===== config.mk =====
export PLATFORM = sky130hd
export DESIGN_NAME = fpre_unit
export DESIGN_NICKNAME = d
export VERILOG_FILES = /design/src/core/fpre_pkg.sv /design/src/core/fpre_unit.sv
export VERILOG_INCLUDE_DIRS = /design/src /design/src/core
export SDC_FILE = /design/constraint.sdc
export NUM_CORES = 1
export LEC_CHECK = 0
export CORE_MARGIN = 2
export CORE_UTILIZATION = 30
export DETAILED_ROUTE_END_ITERATION = 8
export DONT_BUFFER_PORTS = 1
export PLACE_DENSITY = 0.56
export SLEW_MARGIN = 10
export SYNTH_ARGS = -nofsm -noshare
export SYNTH_HDL_FRONTEND = slang
export SYNTH_SLANG_ARGS = --single-unit

===== constraint.sdc =====
create_clock -name CLK -period 9.7 [get_ports CLK]
set_input_delay 0.97 -clock CLK [delete_from_list [all_inputs] [get_ports CLK]]
set_output_delay 0.97 -clock CLK [all_outputs]
set_load 0.01 [all_outputs]

===== src/core/fpre_defs.svh =====
// Register offsets, field positions and reset values of the rounding and exception unit.
`ifndef FPRE_DEFS_SVH
`define FPRE_DEFS_SVH
`define FPRE_ADDR_W 4
`define FPRE_OFS_SCL_CTRL 4'h0
`define FPRE_OFS_SCL_STAT 4'h4
`define FPRE_OFS_SIMD_CS 4'h8
`define FPRE_SCL_MASK_LSB 0
`define FPRE_SCL_RC_LSB 10
`define FPRE_SIMD_FLAG_LSB 0
`define FPRE_SIMD_MASK_LSB 7
`define FPRE_SIMD_RC_LSB 13
`define FPRE_MASK_RST 6'h3f
`define FPRE_RC_RST 2'h0
`define FPRE_FLAG_RST 6'h00
`define FPRE_EXP_MAX 12'h0ff
`define FPRE_QNAN_INDEF 32'hffc00000
`endif


===== src/core/fpre_pkg.sv =====
// Types shared by the rounding and exception unit.
package fpre_pkg;
   typedef enum logic [1:0] {
      RM_NEAREST = 2'h0,
      RM_DOWN = 2'h1,
      RM_UP = 2'h2,
      RM_TRUNC = 2'h3
   } fpre_rmode_t;
   typedef enum logic [1:0] {
      OP_ARITH = 2'h0,
      OP_TRUNC_CVT = 2'h1,
      OP_COMPARE = 2'h2,
      OP_NAN = 2'h3
   } fpre_op_t;
   // Flag and mask bit order: invalid, denormal, divide-by-zero, overflow, underflow, inexact.
   typedef struct packed {
      logic inexact;
      logic underflow;
      logic overflow;
      logic div_zero;
      logic denormal;
      logic invalid_op;
   } fpre_exc_t;
   typedef struct packed {
      logic simd;
      fpre_op_t op;
      logic pre_invalid;
      logic pre_div_zero;
      logic pre_denormal;
      logic sign;
      logic signed [11:0] exp;
      logic [25:0] sig;
   } fpre_req_t;
endpackage : fpre_pkg


===== src/core/fpre_unit.sv =====
// Single-precision result rounder with sticky exception flags for a scalar and a SIMD unit.
//
// Behaviour
// - Inexact results pick a bracketing representable value.
// - Rounding error stays below one ulp.
// - Code 00 rounds nearest, ties to even.
// - Code 01 rounds toward negative infinity.
// - Code 10 rounds toward positive infinity.
// - Code 11 truncates toward zero.
// - Nearest-even is the reset rounding mode.
// - Inexact rounding sets the inexact flag.
// - Compares, exact and NaN results ignore rounding.
// - Scalar rounding control at bits 11:10.
// - SIMD rounding control at bits 14:13.
// - Truncating conversions always round toward zero.
// - Six exception classes are detected.
// - Invalid, divide-by-zero, denormal come from operands.
// - Overflow, underflow, inexact come from rounded result.
// - Flag set first; masked gives default result.
// - Unmasked exception requests the software handler.
// - Flags stay set until software clears.
// - Scalar flags and masks at bits 5:0.
// - SIMD flags 5:0, masks 12:7, independent.
// - Masked exceptions may raise several flags.
// - Masked invalid returns the quiet NaN indefinite.
// - Masked divide-by-zero returns signed infinity.
`timescale 1ns/100ps
`default_nettype none
`include "fpre_defs.svh"

module fpre_unit (
   input wire logic CLK,
   input wire logic RST,
   input wire logic CE,
   input wire logic REQ_VALID,
   input wire fpre_pkg::fpre_req_t REQ,
   output logic RES_VALID,
   output logic [31:0] RES_DATA,
   output fpre_pkg::fpre_exc_t RES_FLAGS,
   output logic HANDLER_REQ,
   input wire logic [`FPRE_ADDR_W-1:0] ADDR,
   input wire logic [31:0] WR_DATA,
   input wire logic WR_EN,
   input wire logic RD_EN,
   output logic [31:0] RD_DATA
);
   import fpre_pkg::*;

   fpre_exc_t scl_mask;
   fpre_exc_t scl_flag;
   fpre_exc_t simd_mask;
   fpre_exc_t simd_flag;
   fpre_rmode_t scl_rc;
   fpre_rmode_t simd_rc;

   fpre_rmode_t mode;
   fpre_exc_t mask;
   fpre_exc_t det;
   logic [31:0] next_res;
   logic [24:0] sum_n;
   logic [23:0] sum_d;
   logic [25:0] sig_d;
   logic signed [11:0] exp_n;
   logic [4:0] shamt;
   logic tiny;
   logic inexact;
   logic ovf;
   logic pre_stop;
   logic active;

   // Increment decision for dropping guard and sticky bits below the kept lsb.
   function automatic logic round_inc(input logic sign, input logic lsb, input logic guard,
                                      input logic sticky, input fpre_rmode_t m);
      case (m)
         RM_NEAREST: round_inc = guard & (sticky | lsb);
         RM_DOWN: round_inc = sign & (guard | sticky);
         RM_UP: round_inc = ~sign & (guard | sticky);
         RM_TRUNC: round_inc = 1'b0;
         default: round_inc = 1'b0;
      endcase
   endfunction : round_inc

   // Right shift that folds every bit shifted out into the sticky position.
   function automatic logic [25:0] shr_sticky(input logic [25:0] v, input logic [4:0] n);
      logic [25:0] r;
      logic s;
      r = v;
      s = 1'b0;
      for (int i = 0; i < 26; i++) begin
         if (i < int'(n)) begin
            s = s | r[0];
            r = {1'b0, r[25:1]};
         end
      end
      shr_sticky = {r[25:1], r[0] | s};
   endfunction : shr_sticky

   function automatic logic wr_hit(input logic [`FPRE_ADDR_W-1:0] a);
      wr_hit = WR_EN && (ADDR == a);
   endfunction : wr_hit

   always_comb begin
      mode = REQ.simd ? simd_rc : scl_rc;
      if (REQ.op == OP_TRUNC_CVT) begin
         mode = RM_TRUNC;
      end
      mask = REQ.simd ? simd_mask : scl_mask;
   end

   // Normal path: round the kept 24-bit significand, exponent left unbounded.
   always_comb begin
      sum_n = {1'b0, REQ.sig[25:2]} + {24'h0, round_inc(REQ.sign, REQ.sig[2], REQ.sig[1], REQ.sig[0], mode)};
      exp_n = REQ.exp + {11'h0, sum_n[24]};
      tiny = (exp_n < 12'sd1);
      shamt = 5'd0;
      if (REQ.exp < 12'sd1) begin
         shamt = (REQ.exp < -12'sd24) ? 5'd26 : 5'(12'sd1 - REQ.exp);
      end
      sig_d = shr_sticky(REQ.sig, shamt);
      sum_d = sig_d[25:2] + {23'h0, round_inc(REQ.sign, sig_d[2], sig_d[1], sig_d[0], mode)};
      inexact = tiny ? (|sig_d[1:0]) : (|REQ.sig[1:0]);
      ovf = !tiny && (exp_n >= $signed(`FPRE_EXP_MAX));
   end

   // Exception detection and the delivered value.
   always_comb begin
      det = '0;
      det.invalid_op = REQ.pre_invalid;
      det.div_zero = REQ.pre_div_zero && !REQ.pre_invalid;
      det.denormal = REQ.pre_denormal && !REQ.pre_invalid;
      // Arithmetic stops at an unmasked operand fault or a masked invalid or zero divide.
      pre_stop = |(det & ~mask) || det.invalid_op || det.div_zero;
      active = (REQ.op == OP_ARITH || REQ.op == OP_TRUNC_CVT) && !pre_stop;
      if (active) begin
         det.overflow = ovf;
         det.underflow = mask.underflow ? (tiny && inexact) : tiny;
         det.inexact = inexact || ovf;
      end
      next_res = '0;
      if (det.invalid_op || REQ.op == OP_NAN) begin
         next_res = `FPRE_QNAN_INDEF;
      end else if (det.div_zero) begin
         next_res = {REQ.sign, 8'hff, 23'h0};
      end else if (REQ.op == OP_COMPARE) begin
         next_res = '0;
      end else if (ovf) begin
         case (mode)
            RM_NEAREST: next_res = {REQ.sign, 8'hff, 23'h0};
            RM_DOWN: next_res = REQ.sign ? {1'b1, 8'hff, 23'h0} : {1'b0, 8'hfe, 23'h7fffff};
            RM_UP: next_res = REQ.sign ? {1'b1, 8'hfe, 23'h7fffff} : {1'b0, 8'hff, 23'h0};
            default: next_res = {REQ.sign, 8'hfe, 23'h7fffff};
         endcase
      end else if (tiny) begin
         next_res = {REQ.sign, 7'h0, sum_d[23], sum_d[22:0]};
      end else begin
         next_res = {REQ.sign, exp_n[7:0], sum_n[24] ? sum_n[23:1] : sum_n[22:0]};
      end
   end

   // Result outputs: an unmasked fault drops RES_VALID and raises the handler request; RES_DATA still loads.
   always_ff @(posedge CLK) begin
      if (RST) begin
         RES_VALID <= 1'b0;
         RES_DATA <= '0;
         RES_FLAGS <= '0;
         HANDLER_REQ <= 1'b0;
      end else if (CE) begin
         RES_VALID <= REQ_VALID && !(|(det & ~mask));
         HANDLER_REQ <= REQ_VALID && (|(det & ~mask));
         RES_FLAGS <= REQ_VALID ? det : '0;
         if (REQ_VALID) begin
            RES_DATA <= next_res;
         end
      end
   end

   // Control fields; masks and rounding reset to all masked and nearest-even.
   always_ff @(posedge CLK) begin
      if (RST) begin
         scl_mask <= `FPRE_MASK_RST;
         scl_rc <= fpre_rmode_t'(`FPRE_RC_RST);
         simd_mask <= `FPRE_MASK_RST;
         simd_rc <= fpre_rmode_t'(`FPRE_RC_RST);
      end else if (CE) begin
         if (wr_hit(`FPRE_OFS_SCL_CTRL)) begin
            scl_mask <= WR_DATA[`FPRE_SCL_MASK_LSB +: 6];
            scl_rc <= fpre_rmode_t'(WR_DATA[`FPRE_SCL_RC_LSB +: 2]);
         end
         if (wr_hit(`FPRE_OFS_SIMD_CS)) begin
            simd_mask <= WR_DATA[`FPRE_SIMD_MASK_LSB +: 6];
            simd_rc <= fpre_rmode_t'(WR_DATA[`FPRE_SIMD_RC_LSB +: 2]);
         end
      end
   end

   // Sticky flags: a detection in the same cycle as a software write still lands.
   always_ff @(posedge CLK) begin
      if (RST) begin
         scl_flag <= `FPRE_FLAG_RST;
         simd_flag <= `FPRE_FLAG_RST;
      end else if (CE) begin
         scl_flag <= (wr_hit(`FPRE_OFS_SCL_STAT) ? WR_DATA[5:0] : scl_flag)
                     | ((REQ_VALID && !REQ.simd) ? det : '0);
         simd_flag <= (wr_hit(`FPRE_OFS_SIMD_CS) ? WR_DATA[`FPRE_SIMD_FLAG_LSB +: 6] : simd_flag)
                      | ((REQ_VALID && REQ.simd) ? det : '0);
      end
   end

   // Read data stands only in the cycle after the read strobe.
   always_ff @(posedge CLK) begin
      if (RST) begin
         RD_DATA <= '0;
      end else if (CE) begin
         RD_DATA <= '0;
         if (RD_EN) begin
            case (ADDR)
               `FPRE_OFS_SCL_CTRL: RD_DATA <= {20'h0, scl_rc, 4'h0, scl_mask};
               `FPRE_OFS_SCL_STAT: RD_DATA <= {26'h0, scl_flag};
               `FPRE_OFS_SIMD_CS: RD_DATA <= {17'h0, simd_rc, simd_mask, 1'b0, simd_flag};
               default: RD_DATA <= '0;
            endcase
         end
      end
   end

   logic in_range;
   assign in_range = (REQ.exp > 12'sd1) && (REQ.exp < 12'sd250);
   logic plain_req;
   assign plain_req = REQ_VALID && CE && !REQ.pre_invalid && !REQ.pre_div_zero && !REQ.pre_denormal;
endmodule : fpre_unit
`default_nettype wire


Word level (Yosys, flattened, before mapping). Index checks and enable logic that the tools add are counted.

Flip-flop bits (word level): 100. Input port bits: 87. Output and inout port bits: 72.

Add/subtract/negate cells: 4. Order comparisons: 30. Eq/ne operators: 8. Multiplexer cells: 78. Bitwise logic cells: 42. Reduce and logical (&&, ||, !) cells: 32.

Operators by type and width (count): $mux W26 (26); $mux W32 (6); $pmux W32 S3 (1); $lt A5 B5 Y1 const A (10); $pmux W15 S3 (1); $lt A4 B5 Y1 const A (8); $mux W6 (6); $mux W31 (1); $or A1 B1 Y1 (30); $mux W1 (28); $add A24 B1 Y25 (1); $add A24 B1 Y24 (1); $lt A12 B2 Y1 const B (2); $mux W23 (1); $lt A3 B5 Y1 const A (4); $mux W15 (1); $add A12 B1 Y12 (1); $ge A12 B9 Y1 const B (1); $logic_and A1 B1 Y1 (12); $lt A12 B6 Y1 const B (1); $or A6 B6 Y6 (2); $reduce_or A6 Y1 (2); $lt A1 B5 Y1 const A (2); $lt A2 B5 Y1 const A (2); other kinds (20) (44).

Depth between registers and ports, before layout. Gate-level depths: netlist of run 1.

Depth in word-level cells: 65. Depth in mapped cells: 34. Gate-level depth less buffers: 30.

Worst setup path before layout of run 1. No wires, ideal clock.

Path kind: input-to-reg. Start: in REQ[44] (netlist name). End: reg RES_DATA[17]. Setup time: 74 ps. Data arrival time: 7335 ps. Slack: 2291 ps. Stages on the path: 33. Buffers on the path: 5. Cell sequence: clkbuf_1 -> nor2b_1 -> a221oi_1 -> inv_1 -> ha_1 -> ha_1 -> nand3_1 -> a21oi_1 -> ha_1 -> ha_1 -> and3_1 -> clkbuf_1 -> nand4_1 -> nor4_1 -> nand3_1 -> inv_1 -> ha_1 -> ha_1 -> nand4_1 -> nor2_1 -> nand3_1 -> o21ai_0 -> nand2_1 -> o31ai_1 -> a21o_1 -> clkbuf_1 -> nor2_1 -> or4b_2 -> clkbuf_1 -> nor2_1 -> clkbuf_1 -> nand2_1 -> o21ai_0.

Word-level cells in the longest chain between the ends: 13.

RTL lines: start, declared (line fpre_unit.sv:36) `input wire fpre_pkg::fpre_req_t REQ,`; $mux W2 * (line fpre_unit.sv:103) `mode = REQ.simd ? simd_rc : scl_rc;`; $mux W2 * (line fpre_unit.sv:104) `if (REQ.op == OP_TRUNC_CVT) begin`; $eq A2 B2 Y1 (tied with other cells) (line fpre_unit.sv:74) `case (m)`; $pmux W1 S4 (line fpre_unit.sv:74); $add A24 B1 Y25 (line fpre_unit.sv:112) `sum_n = {1'b0, REQ.sig[25:2]} + {24'h0, round_inc(REQ.sign, REQ.sig[2], REQ.sig[1], REQ.sig[0], mode)};`; $add A12 B1 Y12 (line fpre_unit.sv:113) `exp_n = REQ.exp + {11'h0, sum_n[24]};`; $lt A12 B2 Y1 (line fpre_unit.sv:114) `tiny = (exp_n < 12'sd1);`; $logic_not A1 Y1 (line fpre_unit.sv:122) `` ovf = !tiny && (exp_n >= $signed(`FPRE_EXP_MAX)); ``; $logic_and A1 B1 Y1 (line fpre_unit.sv:122); $mux W32 * (line fpre_unit.sv:146) `end else if (ovf) begin`; $mux W32 * (line fpre_unit.sv:144) `end else if (REQ.op == OP_COMPARE) begin`; $mux W32 * (line fpre_unit.sv:142) `end else if (det.div_zero) begin`; $mux W32 * (line fpre_unit.sv:140) `if (det.invalid_op || REQ.op == OP_NAN) begin`; end signal, assigned (line fpre_unit.sv:172) `RES_DATA <= next_res;`; end, declared (line fpre_unit.sv:38) `output logic [31:0] RES_DATA,`.

Mark *: on every way between the ends. The rest lies on a longest branch, timed or not. A chain may end at the register's enable or synchronous reset.

Worst setup path after layout of run 1.
Start: in REQ[27] (netlist name). End: reg RES_DATA[23].

Word-level cells in the longest chain between the ends: 65.

RTL lines: $lt A12 B6 Y1 / $sub A2 B5 Y5 (equally long branches) (line fpre_unit.sv:117) `shamt = (REQ.exp < -12'sd24) ? 5'd26 : 5'(12'sd1 - REQ.exp);`; $mux W5 (line fpre_unit.sv:117); $mux W5 (line fpre_unit.sv:116) `if (REQ.exp < 12'sd1) begin`; $lt A1 B5 Y1 (line fpre_unit.sv:90) `if (i < int'(n)) begin`; $mux W1 / $mux W26 (equally long branches) (line fpre_unit.sv:90); $or A1 B1 Y1 (line fpre_unit.sv:91) `s = s | r[0];`; $mux W1 (line fpre_unit.sv:90); $or A1 B1 Y1 (line fpre_unit.sv:91); [49 not listed]; $and A1 B1 Y1 (on tied branches) (line fpre_unit.sv:77, fpre_unit.sv:75, fpre_unit.sv:76); $pmux W1 S4 (line fpre_unit.sv:74); $add A24 B1 Y24 (line fpre_unit.sv:120) `sum_d = sig_d[25:2] + {23'h0, round_inc(REQ.sign, sig_d[2], sig_d[1], sig_d[0], mode)};`; $mux W31 (line fpre_unit.sv:153) `end else if (tiny) begin`; $mux W32 * (line fpre_unit.sv:146); $mux W32 * (line fpre_unit.sv:144); $mux W32 * (line fpre_unit.sv:142); $mux W32 * (line fpre_unit.sv:140).

Marked as above.

==> results of run 1 <==
layout make-up:
type	instances	area (um2)	area share (%)
multi-input combinational	1207	7580	72.4
timing repair buffer	31	233	2.22
sequential	82	1640	15.7
clock inverter	6	73.8	0.705
inverter	40	150	1.43
tap	442	553	5.28
clock buffer	10	239	2.28
routing by layer:
| metal | track usage, % | wire, um | vias up |
|---|---|---|---|
| li1 | - | - | 5302 |
| met1 | 32.6 | 18200 | 5597 |
| met2 | 42.3 | 20700 | 708 |
| met3 | 6.42 | 5040 | 123 |
| met4 | 7.87 | 1470 | 0 |
| met5 | 0 | 0 | - |
flip-flops by register name, indices dropped and copies added, names as in the netlist:
name,flops
simd_mask,6
scl_rc,2
RES_VALID,1
scl_mask,6
HANDLER_REQ,1
RD_DATA,14
RES_FLAGS,6
simd_flag,6
RES_DATA,32
scl_flag,6
simd_rc,2
cells by family after synthesis:
group / after synthesis / synth area share, %
muxes: 31 / 3.16
other: 1 / 0.0379
buffers and inverters: 161 / 7.51
DFF: 82 / 16.6
adders and majority gates: 14 / 1.77
AOI/OAI and AO/OA: 527 / 38.0
and+or+nand+nor: 575 / 28.9
xor gates and xnor gates: 42 / 3.98
report_power, final:
| group | switching, uW | total, uW | internal, uW |
|---|---|---|---|
| clock network | 148 | 358 | 210 |
| logic | 286 | 419 | 133 |
| registers | 9.90 | 354 | 344 |
through the flow:
step,cell area [um2],instances
4_1_cts,10500,1818
3_3_place_gp,10200,1802
3_5_place_dp,10200,1802
5_1_grt,10500,1818
6_report,10500,1818
2_1_floorplan,9960,1450
placed cells by master (no fill, tap or decap), drive strengths merged, types with 34 or more instances in the layout:
| cell type | n |
|---|---|
| nand4 | 35 |
| a21oi | 121 |
| o21ai | 112 |
| nand3 | 65 |
| nor3 | 48 |
| nand2 | 160 |
| inv | 42 |
| nor2 | 158 |
| dfxtp | 82 |
| xnor2 | 34 |
worst max-delay path: stages:
cell and delay (ns):
inv_1 0.07, ha_1 0.30, xnor2_2 0.97, a2111oi_4 0.27
a21oi_2 0.57, a21oi_1 0.17, o31a_2 0.41, a2111oi_2 0.67
nand2_1 0.30, a22oi_1 0.23, o22ai_1 0.19, o41ai_4 0.49
a31oi_1 0.29, nor2_1 0.16, a21oi_1 0.07, a311o_1 0.34
o21ai_1 0.14, ha_1 0.19, nand2_1 0.06, a211oi_1 0.33
nor4b_4 0.58, nand4_1 0.29, xnor2_1 0.24, a31oi_1 0.10
final timing paths:
check / endpoint / cells after the start
setup / recovery: RES_DATA[23]$_SDFFE_PP0P_ / 24
hold / removal: simd_flag[2]$_SDFFE_PP0P_ / 2
setup reg to reg: RES_DATA[19]$_SDFFE_PP0P_ / 30
hold reg to reg: simd_flag[2]$_SDFFE_PP0P_ / 2
==> flow_summary_export.csv, run 1 <==
group,metric,value,unit
outcome,status,"finished clean",
placed_design,dp_slack,1.37,ns
setup_path,reg2reg_setup_slack,1.99,ns
yosys,synth_top_area_share,16.6,%
cells_and_area,fillCellCount,3669,
floorplan,fp.dieH,186,um
detailed_routing,remaining_drc_errors,0,
timing,hold_violations,0,
grt,grt_max_degree,52,
grt,grtUsageTotal,25.6,%
timing,skew,0.0115,ns
detailed_routing,drtPass1Iterations,9,
clock_tree,cts_sinks,82,
yosys,yosysSeqAreaShare,16.6,%
clock_tree,htree_levels,3,
setup_path,cp.required,9.88,ns
clock_tree,cts_tree,"built",
setup_path,startpoint_type,"input pin",
detailed_routing,avgViaCountPerCell,6.45,
cells_and_area,num-nets-final,1472,
run,max-cap-violations,0,
detailed_routing,wirelength,45400,um
cells_and_area,drive_gt1_share,8.14,%
timing,fin_ws,1.45,ns
floorplan,start_util,30.4,%
detailed_routing,drt_iter0_markers,1581,
setup_path,endpoint_kind,"register",
yosys,synth_flop_cell,"dfxtp_1",
detailed_routing,avgRoutedWirePerCell,25.0,um
floorplan,die_area,34500,um2
floorplan,num_rows,66,
yosys,syn_inst,1433,
yosys,synth_cell_types,107,
setup_path,reg2reg_from,"scl_rc[1]$_SDFFE_PP0P_",
cells_and_area,antenna_cells,0,
timing,worst_slew_pin_slew,1.25,ns
timing,timing.fmax,121,MHz
placed_design,portBuffers,0,
power,p_leak,0.00358,uW
cells_and_area,synthToLayoutAreaGrowth,5.75,%
min_path,hold_start,"simd_flag[2]$_SDFFE_PP0P_",
setup_path,startpoint,"REQ[27]",
floorplan,die_w,186,um
grt,antenna_found_initial,0,
grt,grt_pass1_vias,10918,
timing,min_period,8.25,ns
timing,relSlewSlack,16.0,%
yosys,yosysMostFrequentCell,"nand2_1",
setup_path,worstPathArrival,8.43,ns
clock_tree,cts.clk_slew.worst_paths,0.06,ns
yosys,netlist_area,9900,um2
timing,rsz0062_at_grt,"false",
clock_tree,numCtsBuffers,9,
min_path,worst_hold_path_type,"reg2reg",
power,cellPowerDensity,108,nW/um2
grt,grt_first_pass_wirelength,68300,um
yosys,synthTopCellsByCount,"nand2_1 (159), nor2_1 (156), a21oi_1 (118)",
clock_tree,root_buffer,"clkbuf_16",
yosys,yosysTopAreaCell,"dfxtp_1",
clock_tree,clock_path_buffers,2,
floorplan,num_io_pins,159,
placed_design,gp_congestion,0.994,
detailed_routing,antenna_left,0,
yosys,ys_ff_latch,82,
timing,final_max_slew_viol_count,0,
yosys,synthTopCellsByArea,"dfxtp_1 (17%), nand2_1 (6.0%), a21oi_1 (6.0%)",
setup_path,cp_max_fo,24,
timing,finalSetupViolCount,0,
power,power,1130,uW
yosys,avgSynthCellArea,6.91,um2
placed_design,dpl.hpwl,34900,um
floorplan,coreArea,32500,um2
timing,fin_tns_setup,0,ns
cells_and_area,fin_util,32.2,%
clock_tree,cts_resized,0,
timing,holdWs,0.476,ns
clock_tree,insertion_delay,0.35,ns
clock_tree,cts_hold_buf,0,
power,ir_worst_vdd,0.0897,mV
setup_path,path_class,"in2reg",
yosys,synth_edf_count,0,
clock_tree,post_cts_buffers,0,
yosys,synthArstFlopShare,0,%
yosys,ys_warn_count,0,
timing,finalCritPeriodShare,85.0,%
detailed_routing,num_vias,11730,
grt,overflow,0,
Power figures use the tool's default switching activity.
==> inputs of run 2 (changes only) <==
Settings changed: CORE_UTILIZATION 30 to 55, PLACE_DENSITY 0.56 to 0.7.
==> run 2 against run 1 <==
Setup slack improved by 0.058 ns. Sequential cell count did not move. Largest power group unchanged. Critical endpoint is now RES_DATA[5]$_SDFFE_PP0P_. Power fell by 4.6%. Sequential power barely moved. Routed wire length fell by 13%. Critical path type unchanged. Register-to-register slack improved by 0.12 ns. Combinational power fell by 3%. Cell area fell by 3.3%. Critical path depth rose by 1.
==> flow_summary_export.csv, run 2 (synthesized netlist as in run 1, its figures left out) <==
group,metric,value,unit
timing,min_period,8.19,ns
floorplan,num_rows,49,
clock_tree,cts_sinks,82,
setup_path,cp_max_fo,24,
power,comb_power_share,37.5,%
clock_tree,numCtsBuffers,9,
timing,relSlewSlack,11.6,%
setup_path,endpoint_kind,"register",
clock_tree,root_buffer,"clkbuf_16",
timing,rsz0062_at_grt,"false",
timing,fin_tns_setup,0,ns
power,p_clk_share,29.7,%
timing,finalCritPeriodShare,84.4,%
cells_and_area,synthToLayoutAreaGrowth,2.28,%
cells_and_area,top_register,"RES_DATA",
power,internal_power,656,uW
run,max-cap-violations,0,
clock_tree,htree_levels,3,
power,p_leak,0.00354,uW
cells_and_area,fillCellCount,1772,
cells_and_area,antenna_cells,0,
cells_and_area,fin_util,56.9,%
timing,finalSetupViolCount,0,
timing,hold_violations,0,
power,swShare,39.2,%
clock_tree,cts.clk_slew.worst_paths,0.06,ns
clock_tree,post_cts_buffers,0,
setup_path,rr_worst_depth,29,
detailed_routing,drtPass1Iterations,7,
placed_design,gp_congestion,1.03,
floorplan,coreArea,17800,um2
grt,grt_first_pass_wirelength,61500,um
grt,antenna_found_initial,0,
setup_path,startpoint_type,"input pin",
grt,overflow,0,
min_path,worst_hold_path_type,"reg2reg",
detailed_routing,antenna_left,0,
min_path,hold_start,"simd_flag[0]$_SDFFE_PP0P_",
cells_and_area,final_cell_mix,"nand2_1 (159), nor2_1 (156), a21oi_1 (118)",
floorplan,die_w,138,um
setup_path,rr_endpoint,"RES_DATA[17]$_SDFFE_PP0P_",
power,cellPowerDensity,107,nW/um2
outcome,status,"finished clean",
floorplan,num_io_pins,159,
grt,grt_max_degree,52,
cells_and_area,largest_register_ffs,32,
floorplan,start_util,55.7,%
placed_design,portBuffers,0,
power,power,1080,uW
detailed_routing,avgViaCountPerCell,7.35,
min_path,hold_depth,2,
setup_path,worstPathArrival,8.44,ns
timing,final_max_slew_viol_count,0,
placed_design,dpl.hpwl,30100,um
setup_path,critPathSlowestCell,"o21ai_1",
timing,holdWs,0.480,ns
setup_path,reg2reg_from,"scl_rc[1]$_SDFFE_PP0P_",
cells_and_area,num-nets-final,1466,
clock_tree,cts_hold_buf,0,
setup_path,path_class,"in2reg",
floorplan,die_area,19100,um2
clock_tree,cts_resized,0,
cells_and_area,drive_gt1_share,7.66,%
floorplan,fp.dieH,138,um
setup_path,reg2reg_setup_slack,2.11,ns
clock_tree,cts_tree,"built",
timing,skew,0.00977,ns
setup_path,cp.required,9.95,ns
detailed_routing,num_vias,11748,
timing,worst_slew_pin_slew,1.32,ns
power,p_sw,423,uW
detailed_routing,wirelength,39600,um
grt,grtUsageTotal,39.5,%
power,seqPwrFrac,32.7,%
setup_path,slowest_delay,1.07,ns
cells_and_area,reg.largest.list,"RES_DATA: 32 flops, RD_DATA: 14 flops",
timing,timing.fmax,122,MHz
grt,grt_pass1_vias,10945,
clock_tree,insertion_delay,0.34,ns
min_path,hold_end,"simd_flag[0]$_SDFFE_PP0P_",
power,ir_worst_vdd,0.161,mV
cells_and_area,final_common_cell,"nand2_1",
detailed_routing,avgRoutedWirePerCell,24.8,um
clock_tree,clock_path_buffers,2,
detailed_routing,drt_iter0_markers,1698,
detailed_routing,remaining_drc_errors,0,
[run 2: cell count changes in the layout (fill, tap and decap cells not counted), sizes merged]
cell / previous run / this run
buf: 31 / 25
inv: 42 / 41
bufinv: 1 / 0
clkinv: 1 / 2
clkbuf: 10 / 11
[run 2: power by group through the flow]
stage,combinational [uW],sequential (uW),clock [uW]
final,405,353,321
after global routing,431,354,334
after CTS,389,353,320
after detailed placement,387,361,0
after global placement,387,361,0
after floorplan,312,358,0
[run 2: layer usage]
| metal | up-vias | global-route usage, % | share of wire [%] |
|---|---|---|---|
| met5 | - | 0 | 0 |
| met4 | 0 | 20.9 | 6.3 |
| met3 | 218 | 8.38 | 11 |
| met2 | 881 | 63.5 | 44 |
| met1 | 5362 | 49.8 | 38 |
| li1 | 5287 | - | - |
[run 2: per-stage QoR]
step | instance area, um2 | instances | setup WS, ns
after floorplan | 9960 | 1450 | 2.29
after global placement | 9840 | 1583 | 1.59
after detailed placement | 9840 | 1583 | 1.50
final | 10100 | 1599 | 1.51
after global routing | 10100 | 1599 | 1.11
after CTS | 10100 | 1599 | 1.81
[run 2: critical path: cells and delay by family]
family,cells,cell delay (ns)
fa+ha+maj,2,0.52
compound gates,12,4.14
simple gates,7,1.71
xor+xnor,2,0.73
buf+inv,2,0.38
[run 2: area by class of cell]
class                           instances  area (um2)  area share, %
Multi-Input combinational cell       1207        7580           74.8
Clock inverter                          5        37.5          0.371
Tap cell                              229         287           2.83
Timing Repair Buffer                   25         188           1.85
Inverter                               40         150           1.48
Clock buffer                           11         243           2.40
Sequential cell                        82        1640           16.2
[run 2: worst max path at each step]
stage | startpoint | end | depth (start not counted)
CTS | REQ[27] | RES_DATA[5]$_SDFFE_PP0P_ | 25
finish | REQ[27] | RES_DATA[5]$_SDFFE_PP0P_ | 25
detailed placement | REQ[27] | RES_DATA[5]$_SDFFE_PP0P_ | 25
global placement | REQ[27] | RES_DATA[5]$_SDFFE_PP0P_ | 25
floorplan | REQ[44] | RES_DATA[17]$_SDFFE_PP0P_ | 33
global route | REQ[43] | RES_DATA[17]$_SDFFE_PP0P_ | 29
